`src/logic/fault_adc_pkg.sv`:
```
// Purpose: constants and carriers for the fault mask and converter control slice
// Assumes: 8-bit registers reached over a byte-wide register port
// Notes: offsets are the register addresses of the serial interface
package fault_adc_pkg;
    localparam logic [7:0] FAULT_MASK_ADDR = 8'h25;
    localparam logic [7:0] CONV_CTRL_ADDR = 8'h26;
    localparam logic [7:0] FAULT_MASK_RESET = 8'h00;
    localparam logic [7:0] CONV_CTRL_RESET = 8'h30;
    localparam logic [7:0] FAULT_MASK_WMASK = 8'hF9;
    localparam logic [7:0] CONV_CTRL_WMASK = 8'hFC;
    localparam int INPUT_MASK_BIT = 7;
    localparam int BATTERY_MASK_BIT = 6;
    localparam int SYSTEM_MASK_BIT = 5;
    localparam int BOOST_MASK_BIT = 4;
    localparam int THERMAL_MASK_BIT = 3;
    localparam int ZONE_MASK_BIT = 0;
    localparam int CONV_EN_BIT = 7;
    localparam int RATE_BIT = 6;
    localparam int RES_HI_BIT = 5;
    localparam int RES_LO_BIT = 4;
    localparam int AVG_BIT = 3;
    localparam int SEED_BIT = 2;
    localparam logic [3:0] RES_BITS_BASE = 4'hC;
    localparam int RESULT_W = 16;

    typedef enum logic {MODE_CONTINUOUS, MODE_ONE_SHOT} rate_mode_t;

    typedef struct packed {
        logic input_fault;
        logic battery_ocp;
        logic battery_ovp;
        logic system_ovp;
        logic system_short;
        logic boost_fault;
        logic thermal_shutdown_event;
        logic temp_zone_change;
    } fault_events_t;

    typedef struct packed {
        logic wr;
        logic [7:0] addr;
        logic [7:0] wdata;
    } reg_req_t;

    typedef struct packed {
        logic enable;
        rate_mode_t rate;
        logic [3:0] resolution_bits;
        logic averaging_enable;
        logic average_seed_select;
    } conv_cfg_t;
endpackage

```
`src/logic/fault_mask_and_adc_control.sv`:
```
// Purpose: fault interrupt mask, converter control and result holding register
// Assumes: register port driven by the serial interface logic on clk; events are one-cycle pulses
// Notes: irq_pulse is a one-cycle active-high pulse; the pin driver inverts it if needed
// Behaviour
// - Input overvoltage or sleep entry pulses the interrupt unless mask bit 7 is set.
// - Battery overcurrent or overvoltage pulses the interrupt unless mask bit 6 is set.
// - System overvoltage or short pulses the interrupt unless mask bit 5 is set.
// - Boost bus or mid-point faults pulse the interrupt unless mask bit 4 is set.
// - Thermal shutdown pulses the interrupt unless mask bit 3 is set.
// - Temperature zone changes pulse the interrupt unless mask bit 0 is set.
// - The result register is zero after reset and then holds the last measurement, or the running average when averaging is on.
// - Converter enable bit 7 defaults off and is cleared by register reset or watchdog.
// - Rate bit 6 selects continuous conversion at 0 and one-shot at 1.
// - Bits 5:4 give resolution 12, 11, 10 or 9 bits, with 9 after reset.
// - Averaging bit 3 selects single values at 0 and a running average at 1.
// - Seed bit 2 starts the average from the held value at 0 or a fresh result at 1.
// - In one-shot mode a finished conversion pulses the interrupt unless its mask is set.
`timescale 1ns/1ps
`default_nettype none

module fault_mask_and_adc_control
    import fault_adc_pkg::*;
(
    input wire logic clk,
    input wire logic sys_rst,
    input wire fault_adc_pkg::reg_req_t reg_req,
    output logic [7:0] reg_rdata,
    input wire logic reg_reset,
    input wire logic watchdog_expired,
    input wire fault_adc_pkg::fault_events_t fault_events,
    input wire logic conv_done_mask,
    input wire logic conv_done,
    input wire logic [fault_adc_pkg::RESULT_W-1:0] conv_sample,
    output fault_adc_pkg::conv_cfg_t conv_cfg,
    output logic [fault_adc_pkg::RESULT_W-1:0] conv_result,
    output logic conv_one_shot_clear,
    output logic irq_pulse
);
    import fault_adc_pkg::*;

    // ==========================================================
    // state
    typedef struct packed {
        logic [7:0] mask;
        logic [7:0] ctrl;
        logic [RESULT_W-1:0] result;
        logic avg_active;
        logic clear_en;
        logic irq;
    } state_t;

    state_t s_q;
    state_t s_d;
    logic [RESULT_W:0] avg_sum;
    logic fault_hit;
    logic done_hit;

    // ==========================================================
    // next state
    always_comb begin
        s_d = s_q;
        avg_sum = {1'b0, s_q.result} + {1'b0, conv_sample};
        fault_hit = (fault_events.input_fault & ~s_q.mask[INPUT_MASK_BIT])
            | ((fault_events.battery_ocp | fault_events.battery_ovp)
               & ~s_q.mask[BATTERY_MASK_BIT])
            | ((fault_events.system_ovp | fault_events.system_short)
               & ~s_q.mask[SYSTEM_MASK_BIT])
            | (fault_events.boost_fault & ~s_q.mask[BOOST_MASK_BIT])
            | (fault_events.thermal_shutdown_event & ~s_q.mask[THERMAL_MASK_BIT])
            | (fault_events.temp_zone_change & ~s_q.mask[ZONE_MASK_BIT]);
        done_hit = conv_done & s_q.ctrl[CONV_EN_BIT] & s_q.ctrl[RATE_BIT] & ~conv_done_mask;
        s_d.irq = fault_hit | done_hit;
        s_d.clear_en = 1'b0;
        if (reg_req.wr && reg_req.addr == FAULT_MASK_ADDR) begin
            s_d.mask = reg_req.wdata & FAULT_MASK_WMASK;
        end
        if (reg_req.wr && reg_req.addr == CONV_CTRL_ADDR) begin
            s_d.ctrl = reg_req.wdata & CONV_CTRL_WMASK;
        end
        // one-shot pass finishes: converter turns itself off
        if (conv_done && s_q.ctrl[CONV_EN_BIT] && s_q.ctrl[RATE_BIT]) begin
            s_d.ctrl[CONV_EN_BIT] = 1'b0;
            s_d.clear_en = 1'b1;
        end
        // the average is re-seeded every time averaging is switched on again
        if (!s_q.ctrl[AVG_BIT]) begin
            s_d.avg_active = 1'b0;
        end
        if (conv_done && s_q.ctrl[CONV_EN_BIT]) begin
            if (!s_q.ctrl[AVG_BIT]) begin
                s_d.result = conv_sample;
            end else if (!s_q.avg_active && s_q.ctrl[SEED_BIT]) begin
                s_d.result = conv_sample;
                s_d.avg_active = 1'b1;
            end else begin
                s_d.result = avg_sum[RESULT_W:1];
                s_d.avg_active = 1'b1;
            end
        end
        // register reset and watchdog come last so they win over a same-cycle write
        if (reg_reset) begin
            s_d.mask = FAULT_MASK_RESET;
            s_d.ctrl = CONV_CTRL_RESET;
            s_d.avg_active = 1'b0;
        end
        if (watchdog_expired) begin
            s_d.ctrl[CONV_EN_BIT] = 1'b0;
        end
    end

    // ==========================================================
    // registers
    always_ff @(posedge clk) begin
        if (sys_rst) begin
            s_q <= '0;
            s_q.ctrl <= CONV_CTRL_RESET;
            s_q.result <= '0;
        end else begin
            s_q <= s_d;
        end
    end

    // ==========================================================
    // outputs
    always_comb begin
        case (reg_req.addr)
            FAULT_MASK_ADDR: reg_rdata = s_q.mask & FAULT_MASK_WMASK;
            CONV_CTRL_ADDR: reg_rdata = s_q.ctrl & CONV_CTRL_WMASK;
            default: reg_rdata = 8'h00;
        endcase
    end

    always_comb begin
        conv_cfg.enable = s_q.ctrl[CONV_EN_BIT];
        conv_cfg.rate = s_q.ctrl[RATE_BIT] ? MODE_ONE_SHOT : MODE_CONTINUOUS;
        conv_cfg.resolution_bits = RES_BITS_BASE
            - {2'b00, s_q.ctrl[RES_HI_BIT:RES_LO_BIT]};
        conv_cfg.averaging_enable = s_q.ctrl[AVG_BIT];
        conv_cfg.average_seed_select = s_q.ctrl[SEED_BIT];
    end

    assign conv_result = s_q.result;
    assign conv_one_shot_clear = s_q.clear_en;
    assign irq_pulse = s_q.irq;
endmodule

`default_nettype wire

```
`config.mk`:
```
export PLATFORM = sky130hd
export DESIGN_NAME = fault_mask_and_adc_control
export DESIGN_NICKNAME = d
export VERILOG_FILES = /design/src/logic/fault_adc_pkg.sv /design/src/logic/fault_mask_and_adc_control.sv
export SDC_FILE = /design/constraint.sdc
export NUM_CORES = 1
export LEC_CHECK = 0
export CAP_MARGIN = 10
export CORE_MARGIN = 1
export CORE_UTILIZATION = 40
export CTS_BUF_LIST = sky130_fd_sc_hd__clkbuf_4 sky130_fd_sc_hd__clkbuf_8
export DETAILED_ROUTE_END_ITERATION = 8
export DONT_BUFFER_PORTS = 1
export PLACE_DENSITY_LB_ADDON = 0.3
export RECOVER_POWER = 25
export SLEW_MARGIN = 25
export SYNTH_ARGS = -nofsm -noshare
export SYNTH_HDL_FRONTEND = slang
export SYNTH_SLANG_ARGS = --single-unit
```
`constraint.sdc`:
```
create_clock -name clk -period 7.5 [get_ports clk]
set_clock_uncertainty 0.15 [all_clocks]
set_input_delay 0.75 -clock clk [delete_from_list [all_inputs] [get_ports clk]]
set_output_delay 0.75 -clock clk [all_outputs]
set_load 0.01 [all_outputs]
```
After elaboration in Yosys (flattened, before gate mapping). Cells that the tools add are included.

Add/sub/neg operators: 2. Equal/unequal tests: 2. Muxes and demuxes: 8. Bitwise gates (word level): 24. Reduce and logical (&&, ||, !) cells: 8.

Operators by type and width (number): $add 16x16->17 (1); $mux 17 (1); $eq 8x6->1 const B (2); $mux 16 (1); $pmux 8 s2 (1); $and 1x1->1 (9); $or 1x1->1 (8); $not 1->1 (7); $logic_and 1x1->1 (5); $mux 1 (5); $reduce_or 4->1 (1); $sub 3x3->4 const A (1); $reduce_or 2->1 (1); $logic_not 1->1 (1).

Flip-flop bits (word level): 31. Input bits: 47. Output and inout bits: 34. Logic and storage cells: 51.

Longest topological paths before layout. Gate-level depths: netlist (run 1).

Depth after elaboration: 8. Depth in mapped cells: 8. Mapped depth without buffers: 8.

Least setup slack after synthesis (run 1). OpenSTA, ideal clock, no wires.

Kind: input to register. From: input conv_sample[0] in the netlist's numbering. To: register s_q, in the netlist conv_result[13]. Setup time: 0.116 ns. Arrival time: 2.618 ns. Required time: 7.234 ns. Path slack: 4.617 ns. Stages: 8. Path buffers: 0. Cells stage by stage: and2_1 -> fa_1 -> a211o_1 -> a21o_1 -> a22o_4 -> a41oi_4 -> o311ai_1 -> a31o_1.

Cells in the longest elaborated chain, start to end: 3.

Ends and longest elaborated chain: start: declaration (line fault_mask_and_adc_control.sv:33) `input wire logic [fault_adc_pkg::RESULT_W-1:0] conv_sample,`; $add 16x16->17 (line fault_mask_and_adc_control.sv:62) `avg_sum = {1'b0, s_q.result} + {1'b0, conv_sample};`; $mux 17 (line fault_mask_and_adc_control.sv:92) `end else if (!s_q.avg_active && s_q.ctrl[SEED_BIT]) begin`; $mux 16 (line fault_mask_and_adc_control.sv:90) `if (!s_q.ctrl[AVG_BIT]) begin`; end: declaration (line fault_mask_and_adc_control.sv:52) `state_t s_q;`.

Every way passes these cells. A chain may end at the register's enable or synchronous reset.

Final worst setup path (run 1).
From: input conv_sample[0] in the netlist's numbering. To: register s_q, in the netlist conv_result[9].

Same word-level chain as after synthesis.

==> results of run 1 <==
==> state kept, by name (all words and copies together) (netlist names) <==
signal and cells:
conv_cfg 3, conv_one_shot_clear 1, conv_result 16, irq_pulse 1
s_q 10
==> through the flow <==
stage / hold WS, ps / instances / setup slack, ps / power, mW / cell area [µm²]
3_5_place_dp: 352 / 352 / 4470 / 0.192 / 2320
3_3_place_gp: 348 / 352 / 4510 / 0.192 / 2320
2_1_floorplan: 317 / 313 / 4620 / 0.190 / 2440
6_report: 376 / 359 / 4770 / 0.326 / 2400
4_1_cts: 370 / 359 / 4770 / 0.329 / 2400
5_1_grt: 369 / 359 / 4700 / 0.339 / 2400
==> worst min-delay path by stage <==
stage / from / endpoint / cells after the start
2_1_floorplan: s_q[24] / s_q[24] / 2
3_3_place_gp: s_q[24] / s_q[24] / 2
3_5_place_dp: s_q[24] / s_q[24] / 2
4_1_cts: s_q[24] / s_q[24] / 2
5_1_grt: sys_rst / conv_result[3] / 1
6_report: s_q[27] / s_q[27] / 2
==> power by group <==
group / internal [mW] / switching [mW] / total [mW] / leakage, nW
combinational: 0.00879 / 0.0145 / 0.0233 / 0.737
sequential: 0.165 / 0.000290 / 0.165 / 0.250
clock: 0.0720 / 0.0660 / 0.138 / 0.0470
==> layer usage <==
| layer | vias to the layer above | track usage [%] | wire length, µm |
|---|---|---|---|
| met5 | - | 0 | 0 |
| met4 | 0 | 6.07 | 86 |
| met3 | 7 | 5.57 | 425 |
| met2 | 66 | 30.3 | 2730 |
| met1 | 968 | 22.4 | 2600 |
| li1 | 1062 | - | - |
==> cells by family after synthesis <==
logic type               after synthesis  share of synthesized area (%)
AND/OR/NAND/NOR                      113                           22.3
AO/OA/AOI/OAI                         83                           24.2
multiplexers                          16                           6.56
XOR/XNOR                               4                           1.44
adder cells (fa/ha/maj)               17                           9.03
buffers and inverters                 47                           10.8
flip-flops                            31                           25.4
other                                  2                          0.308
==> synthesized netlist by cell type (all sizes together) (2+ instances only) <==
cell	instances	area [µm²]
a211o	2	17.5
a211oi	8	60.1
a21o	4	31.3
a21oi	26	130
a22oi	5	37.5
a311o	2	20.0
a311oi	2	17.5
and2	3	20.0
and3	4	25.0
buf	24	176
clkbuf	13	48.8
conb	2	7.51
dfxtp	31	621
ha	16	200
inv	10	37.5
mux2i	16	160
nand2	24	90.1
nand2b	2	12.5
nand3	9	45.0
nand4	3	18.8
nor2	37	139
nor2b	3	18.8
nor3	14	70.1
nor4	4	31.3
nor4b	3	26.3
o211ai	4	30.0
o21a	3	22.5
o21ai	7	35.0
o21bai	4	30.0
o22ai	4	25.0
o2bb2ai	2	17.5
or3	4	25.0
xnor2	2	17.5
xor2	2	17.5
==> tightest hold or removal path, cell delays in order, from the launching register on <==
cell and delay (ps):
dfxtp_1 350, mux2i_1 70, nor2_1 70
==> area by class of cell <==
| type | count | area, µm² | area share, % |
|---|---|---|---|
| multi-input cells | 235 | 1560 | 64.8 |
| flip-flops and latches | 31 | 621 | 25.8 |
| well taps | 75 | 93.8 | 3.90 |
| clock buffers | 6 | 82.6 | 3.44 |
| inverters | 10 | 37.5 | 1.56 |
| repair buffers | 1 | 7.51 | 0.312 |
| clock inverters | 1 | 5.00 | 0.208 |
==> out/results.ini, run 1 <==
[clock_tree]
cts_made_buffers = 5
clkLatencyLatePin_ps = 280
clock_sinks = 31
cts.clk_slew.worst_paths_ps = 70
cts-root-buf = clkbuf_8
post_cts.repair.setup_buffers = 0
cts_tree = built
h-tree-depth = 2
cts_resized = 0
ctsHoldBuffers = 0
clockBufferDepth = 2

[floorplan]
io_pins = 81
die_h_um = 80.1
die_x_um = 80.1
coreArea_um2 = 5890
rows = 28
initial_utilization_pct = 41.5
fp.dieArea_um2 = 6420

[min_path]
hold_path_class = reg -> reg

[yosys]
syn_inst = 313
synth_seq_cells = 31
netlist_area_um2 = 2440
syn_area_per_cell_um2 = 7.80
synth_cell_types = 54
postSynthNetCount = 377
synth_seq_area_share_pct = 25.4
async_reset_ff_share_pct = 0
synth_edf_count = 0
yosys_warnings = 0
synthFlopType = dfxtp_1

[route]
first_pass_iters = 5
via_per_inst = 5.86
drt.antenna.violating_nets = 0
drtIter0Drc = 74
drc_errors = 0
wl_um = 5840
vias = 2103
wl_per_cell_um = 16.3

[power_and_ir_drop]
ir_drop_mv = 0.0619
power.leakage_nw = 1.03
powerDensity_nw_per_um2 = 136

[setup_path]
crit_chain = and2_1 -> fa_1 -> a211o_1 -> a21o_1 -> a22o_4 -> a41oi_4 -> mux2i_1 -> nor4_2
critPathLaunchType = primary input
worstSetupStartpoint = conv_sample[0]
cp.depth = 8
max_stage_delay_ps = 420
endpoint = conv_result[9]
worst_path_dominant_cell_family = compound AO/OA/AOI/OAI gates
reg2reg_from = conv_result[0]
worstSetupEndpointType = register
r2r_end = conv_result[9]
worstPathMaxFanout = 4
cp.required_ps = 7550
worstSetupPathType = in -> reg
path_buf_inv = 0
worst_path_max_delay_cell = fa_1
worstPathArrival_ps = 2780
reg2reg_slack_ps = 4850
worst_r2r_path_depth = 8

[global_routing]
grt_max_degree = 25
grt_antenna_before_repair = 0
track_usage_pct = 18.3
overflow = 0
first_global_vias = 1929
grt_first_pass_wirelength_um = 9070

[layout]
layout-drive-gt1-share_pct = 5.28
fill_cells = 636
layout_commonest_cell = nor2_1
n_antenna_cell = 0
utilization_pct = 40.8
nNetsFinal = 348
layout_common_cells = nor2_1 (37), dfxtp_1 (31), a21oi_1 (26), nand2_1 (24)
areaGrowthSynthToFinish_pct = -1.49

[sta]
hold_violations = 0
drv_slew = 0
setup_viol = 0
setup_tns_ps = 0
fmax_ghz = 0.366
min_period_ps = 2730
slew-limit-headroom_pct = 42.7
rsz0062_at_grt = no
worst_pin_slew_ps = 860
fin_crit_sh_pct = 36.4

[status]
status = finished, final reports clean

[placement]
io_buffers = 0
gp_congestion = 0.841
hpwl_um = 4360

[run]
cap_viol_max_count = 0

No activity file was read; power rests on OpenSTA's default activity.
==> run 2: changes to the inputs <==
- ABC_AREA: not set -> 1
- clock period: 7.5 -> 2.2 ns (I/O delays scaled with it)
==> run 2 against run 1 <==
Net effect:
- worst setup slack lost 4500 ps
- cell count grew 34%
- critical path depth grew 4
- sequential power grew to 3.4 times the previous value
- critical endpoint is now conv_result[15]
- cell area grew 12%
- routed wire length grew 2.6%
- die area grew 3.4%
- sequential cell count is the same
- synthesized cell count grew 31%
- register-to-register slack lost 4600 ps
- combinational power grew to 4.7 times the previous value
- clock-buffer cell count shrank 1
==> out/results.ini, run 2 <==
[sta]
slew-limit-headroom_pct = 61.5
postLayoutSetupSlackWorst_ps = 249
min_period_ps = 1950
fin_crit_sh_pct = 88.7
rsz0062_at_grt = no
worst_pin_slew_ps = 575
fmax_ghz = 0.513
setup_viol = 0
hold_violations = 0
setup_tns_ps = 0
drv_slew = 0

[yosys]
synthMuxAreaShare_pct = 0
yosysTopAreaCell = dfxtp_1
synth_compound_area_share_pct = 15.0
synth_top_cell_area_share_pct = 24.6
yosys_warnings = 0
netlist_area_um2 = 2520
async_reset_ff_share_pct = 0
synth_seq_cells = 31
synth_area_leaders = dfxtp_1 (25%), nand2_1 (17%), inv_1 (10%), ha_1 (7.9%), a21oi_1 (6.9%)
postSynthNetCount = 475
syn_inst = 411
synthFlopType = dfxtp_1
synth_top_family_by_area = simple AND/OR/NAND/NOR gates
synth_cell_types = 31
synth_seq_area_share_pct = 24.6
synth_edf_count = 0
synth.most_common_cell = nand2_1
synthAdderAreaFrac_pct = 8.72
syn_area_per_cell_um2 = 6.14
synth-simple-area-share_pct = 31.7
synth_common_cells = nand2_1 (113), inv_1 (69), nor2_1 (37), a21oi_1 (35), dfxtp_1 (31)
synthXorXnorAreaFrac_pct = 1.04

[clock_tree]
cts.clk_slew.worst_paths_ps = 80
cts_made_buffers = 5
clockBufferDepth = 2
h-tree-depth = 2
cts-root-buf = clkbuf_8
clkLatencyLatePin_ps = 300
clock_sinks = 31
cts_tree = built
cts_resized = 0

[placement]
gp_congestion = 0.843
hpwl_um = 4560
io_buffers = 0
dpl_cell_area_um2 = 2440
preCtsSetupSlack_ps = 294

[setup_path]
worstSetupStartpoint = conv_result[0]
cp.required_ps = 2200
reg2reg_slack_ps = 250
crit_chain = nand2_1 -> inv_1 -> fa_1 -> nand2_1 -> nand2_1 -> and2_1 -> nand3_1 -> nand3_1 -> nand2_1 -> nand3_1 -> nand2_1 -> a21oi_1
worst_r2r_path_depth = 12
worstSetupPathType = reg -> reg
endpoint = conv_result[15]
critPathLaunchType = register
worstPathArrival_ps = 1950
worstPathMaxFanout = 3
worstSetupEndpointType = register
path_common_cell = nand2_1
max_stage_delay_ps = 370
worst_path_max_delay_cell = fa_1
reg2reg_from = conv_result[0]
r2r_end = conv_result[15]

[route]
drc_errors = 0
vias = 2400
via_per_inst = 4.99
wl_um = 5990
drtIter0Drc = 89
wl_per_cell_um = 12.4
first_pass_iters = 4
drt.antenna.violating_nets = 0

[global_routing]
overflow = 0
grt_antenna_before_repair = 0
grt_first_pass_wirelength_um = 9710
first_global_vias = 2238
grt_max_degree = 26
track_usage_pct = 19.1

[status]
status = finished, final reports clean

[floorplan]
io_pins = 81
coreArea_um2 = 5990
fp.dieArea_um2 = 6630
rows = 28
die_x_um = 81.5
die_h_um = 81.5
initial_utilization_pct = 42.1

[power_and_ir_drop]
power.leakage_nw = 1.32
fin_total_pwr_mw = 1.26
ir_drop_mv = 0.236
powerDensity_nw_per_um2 = 471

[layout]
nNetsFinal = 469
layout_common_cells = nand2_1 (113), inv_1 (69), nor2_1 (37), a21oi_1 (35), dfxtp_1 (31)
fill_cells = 639
areaGrowthSynthToFinish_pct = 6.24
n_antenna_cell = 0
design_area_um2 = 2680
layout-drive-gt1-share_pct = 4.93
layout_commonest_cell = nand2_1
utilization_pct = 44.8
largest_reg_flops = 16

[run]
cap_viol_max_count = 0

[min_path]
hold_path_class = in -> reg
min_path_cells = 4

==> run 2: changes by cell type after synthesis, sizes merged, moves of 14 or more <==
cell and delta:
nand2 +92, inv +59, nand3 +17, mux2i -16, o21ai +14
==> run 2: kinds of logic (layout without fill, tap and decap cells) <==
logic type               Yosys count  count (layout)
adder cells (fa/ha/maj)           17              17
other                              2               2
XOR/XNOR                           3               3
buffers and inverters            100              95
AO/OA/AOI/OAI                     68              68
AND/OR/NAND/NOR                  190             190
flip-flops                        31              31
==> run 2: worst max-delay path: cells and delay by family (launching register included) <==
kind            cells  cell delay [ps]
buf+inv             1               50
flops               1              350
simple gates        9              820
fa+ha+maj           1              370
compound gates      1               50
==> run 2: through the flow <==
stage	hold slack (ps)	cells
finish	32.2	481
global route	53.9	481
CTS	26.1	481
detailed placement	147	460
global placement	145	460
floorplan	139	411
==> run 2: where the power goes <==
part	total, mW	switching [mW]	internal (mW)
Clock	0.592	0.255	0.337
Combinational	0.109	0.0629	0.0461
Sequential	0.563	0.00107	0.562
==> run 2: layer usage <==
metal  global-route usage [%]  routed length, µm
met1                     21.3               2550
met2                     35.8               3040
met3                     4.22                344
met4                     5.89                 58
met5                        0                  0
==> run 2: how the worst min path moves through the flow <==
stage	from	slack, ps	endpoint
after floorplan	sys_rst	140	conv_result[10]
after global placement	sys_rst	150	conv_result[6]
after detailed placement	sys_rst	150	conv_result[13]
after CTS	conv_sample[1]	30	conv_result[1]
after global routing	conv_sample[8]	50	conv_result[8]
final	conv_sample[0]	30	conv_result[0]
==> run 2: final cells by class <==
cell class / instances / area (µm²) / area share [%]
inverters: 70 / 263 / 9.79
multi-input cells: 280 / 1430 / 53.4
flip-flops and latches: 31 / 621 / 23.1
clock buffers: 5 / 68.8 / 2.57
well taps: 75 / 93.8 / 3.50
repair buffers: 17 / 160 / 5.97
clock inverters: 3 / 43.8 / 1.63
==> run 2: repair_timing <==
item                                    4_1_cts  5_1_grt
buffers inserted                              0        0
endpoints found under the setup margin        0        0
hold endpoints to repair                     27        0
hold buffers                                 13        0
==> run 3: changes to the inputs <==
- BUFFER_PORTS_ARGS: not set -> -buffer_cell sky130_fd_sc_hd__buf_2
- DONT_BUFFER_PORTS: 1 -> not set
==> run 3 against run 2 <==
Net effect:
- hold slack lost 15 ps
- cell area is 8.5% higher
- cell count increased by 13%
- combinational power up 29%
- largest cell class unchanged
- via count increased by 8.3%
==> out/results.ini, run 3 (synthesis gave the netlist of run 2 again) <==
[status]
status = finished, final reports clean

[route]
via_per_inst = 4.77
drtIter0Drc = 160
wl_per_cell_um = 11.3
wl_um = 6150
first_pass_iters = 4
drt.antenna.violating_nets = 0
vias = 2600
drc_errors = 0

[setup_path]
reg2reg_slack_ps = 310
path_common_cell = nand2_1
cp.required_ps = 2220
worstSetupPathType = reg -> reg
worst_path_dominant_cell_family = simple AND/OR/NAND/NOR gates
worst_path_max_delay_cell = fa_1
worstPathArrival_ps = 1910
crit_chain = nand2_1 -> inv_1 -> fa_1 -> nand2_1 -> nand2_1 -> nand3_1 -> nand2_1 -> nand2_1 -> nand2_1 -> nand2_1 -> nand3_1 -> nand2_1 -> a21oi_1
worst_r2r_path_depth = 13
r2r_end = conv_result[13]
worstPathMaxFanout = 5
max_stage_delay_ps = 380
critPathLaunchType = register
reg2reg_from = conv_result[0]
worstSetupEndpointType = register
path_buf_inv = 1

[layout]
layout_commonest_cell = nand2_1
areaGrowthSynthToFinish_pct = 15.3
largest_reg_flops = 16
layout-drive-gt1-share_pct = 17.4
layout_common_cells = nand2_1 (113), inv_1 (69), buf_2 (62), nor2_1 (37), a21oi_1 (35)
n_antenna_cell = 0
nNetsFinal = 533

[clock_tree]
clock_sinks = 31
clkLatencyLatePin_ps = 290
clockBufferDepth = 2
post_cts.repair.setup_buffers = 0
cts.clk_slew.worst_paths_ps = 70
cts_made_buffers = 5
cts-root-buf = clkbuf_8
h-tree-depth = 2
cts_tree = built
ctsHoldBuffers = 0
cts_resized = 0

[global_routing]
grt_antenna_before_repair = 0
grt_max_degree = 26
first_global_vias = 2284
overflow = 0
grt_first_pass_wirelength_um = 9870
track_usage_pct = 19.1

[sta]
fin_crit_sh_pct = 86.1
drv_slew = 0
postLayoutSetupSlackWorst_ps = 306
hold_violations = 0
min_period_ps = 1890
setup_viol = 0
setup_tns_ps = 0
rsz0062_at_grt = no
fmax_ghz = 0.528

[power_and_ir_drop]
pwr-share-clk_pct = 42.5
ir_drop_mv = 0.240
power_frac_seq_pct = 45.9
powerDensity_nw_per_um2 = 421
power.leakage_nw = 1.55
intPower_mw = 0.906
combPwrFrac_pct = 11.6
sw_frac_of_total_pct = 26.0
switching_power_mw = 0.318

[floorplan]
die_h_um = 81.5
rows = 28
coreArea_um2 = 5990
initial_utilization_pct = 42.1
die_x_um = 81.5
io_pins = 81
fp.dieArea_um2 = 6630

[placement]
hpwl_um = 4820
gp_congestion = 0.887
preCtsSetupSlack_ps = 283
io_buffers = 77

[min_path]
min_from = watchdog_expired
hold_end = conv_cfg[7]
hold_path_class = in -> reg
min_path_cells = 4

[run]
cap_viol_max_count = 0

run 3: changes by cell type in the layout (fill, tap and decap cells not counted):
cell / delta
buf_2: +62
clkinv_2: -1
clkbuf_8: +2
clkinv_4: -1
bufinv_16: -1
clkbuf_1: +15
dlygate4sd3_1: -13
clkinvlp_4: +1
run 3: power by group through the flow:
stage,logic (mW),registers (mW),clock network [mW]
floorplan,0.0763,0.576,0
global placement,0.139,0.575,0
detailed placement,0.141,0.575,0
CTS,0.142,0.562,0.539
global route,0.160,0.562,0.563
finish,0.141,0.562,0.521
run 3: how the worst max path moves through the flow:
stage / startpoint / to / depth (start not counted)
after floorplan: conv_result[0] / conv_result[15] / 12
after global placement: conv_sample[0] / conv_result[15] / 13
after detailed placement: conv_sample[0] / conv_result[13] / 14
after CTS: conv_result[0] / conv_result[13] / 13
after global routing: conv_result[0] / conv_result[15] / 12
final: conv_result[0] / conv_result[13] / 13
run 3: final cells by class:
class	count	area (µm²)
clock inverters	1	7.51
inverters	70	263
multi-input cells	280	1430
fillers	638	3080
clock buffers	7	96.3
well taps	75	93.8
flip-flops and latches	31	621
repair buffers	81	397
run 3: through the flow:
step                      area, µm²  instances  power, mW  hold WS [ps]  util [%]
final                          2910        545       1.22          17.4      48.6
after detailed placement       2830        537      0.717           314      47.2
after floorplan                2520        411      0.652           139         -
after global placement         2830        537      0.714           312      47.2
after global routing           2910        545       1.29          45.6      48.6
after CTS                      2930        545       1.24          12.9      48.9
run 3: worst min-delay path, cell delays in order:
cell and delay [ps]:
buf_2 80, nor2_1 40, nand2_1 50, a211oi_1 40
run 3: layer usage:
| layer | GRT usage, % | share of wire, % |
|---|---|---|
| met5 | 0 | 0 |
| met4 | 5.89 | 0.63 |
| met3 | 3.56 | 5.3 |
| met2 | 33.8 | 49 |
| met1 | 23.3 | 45 |
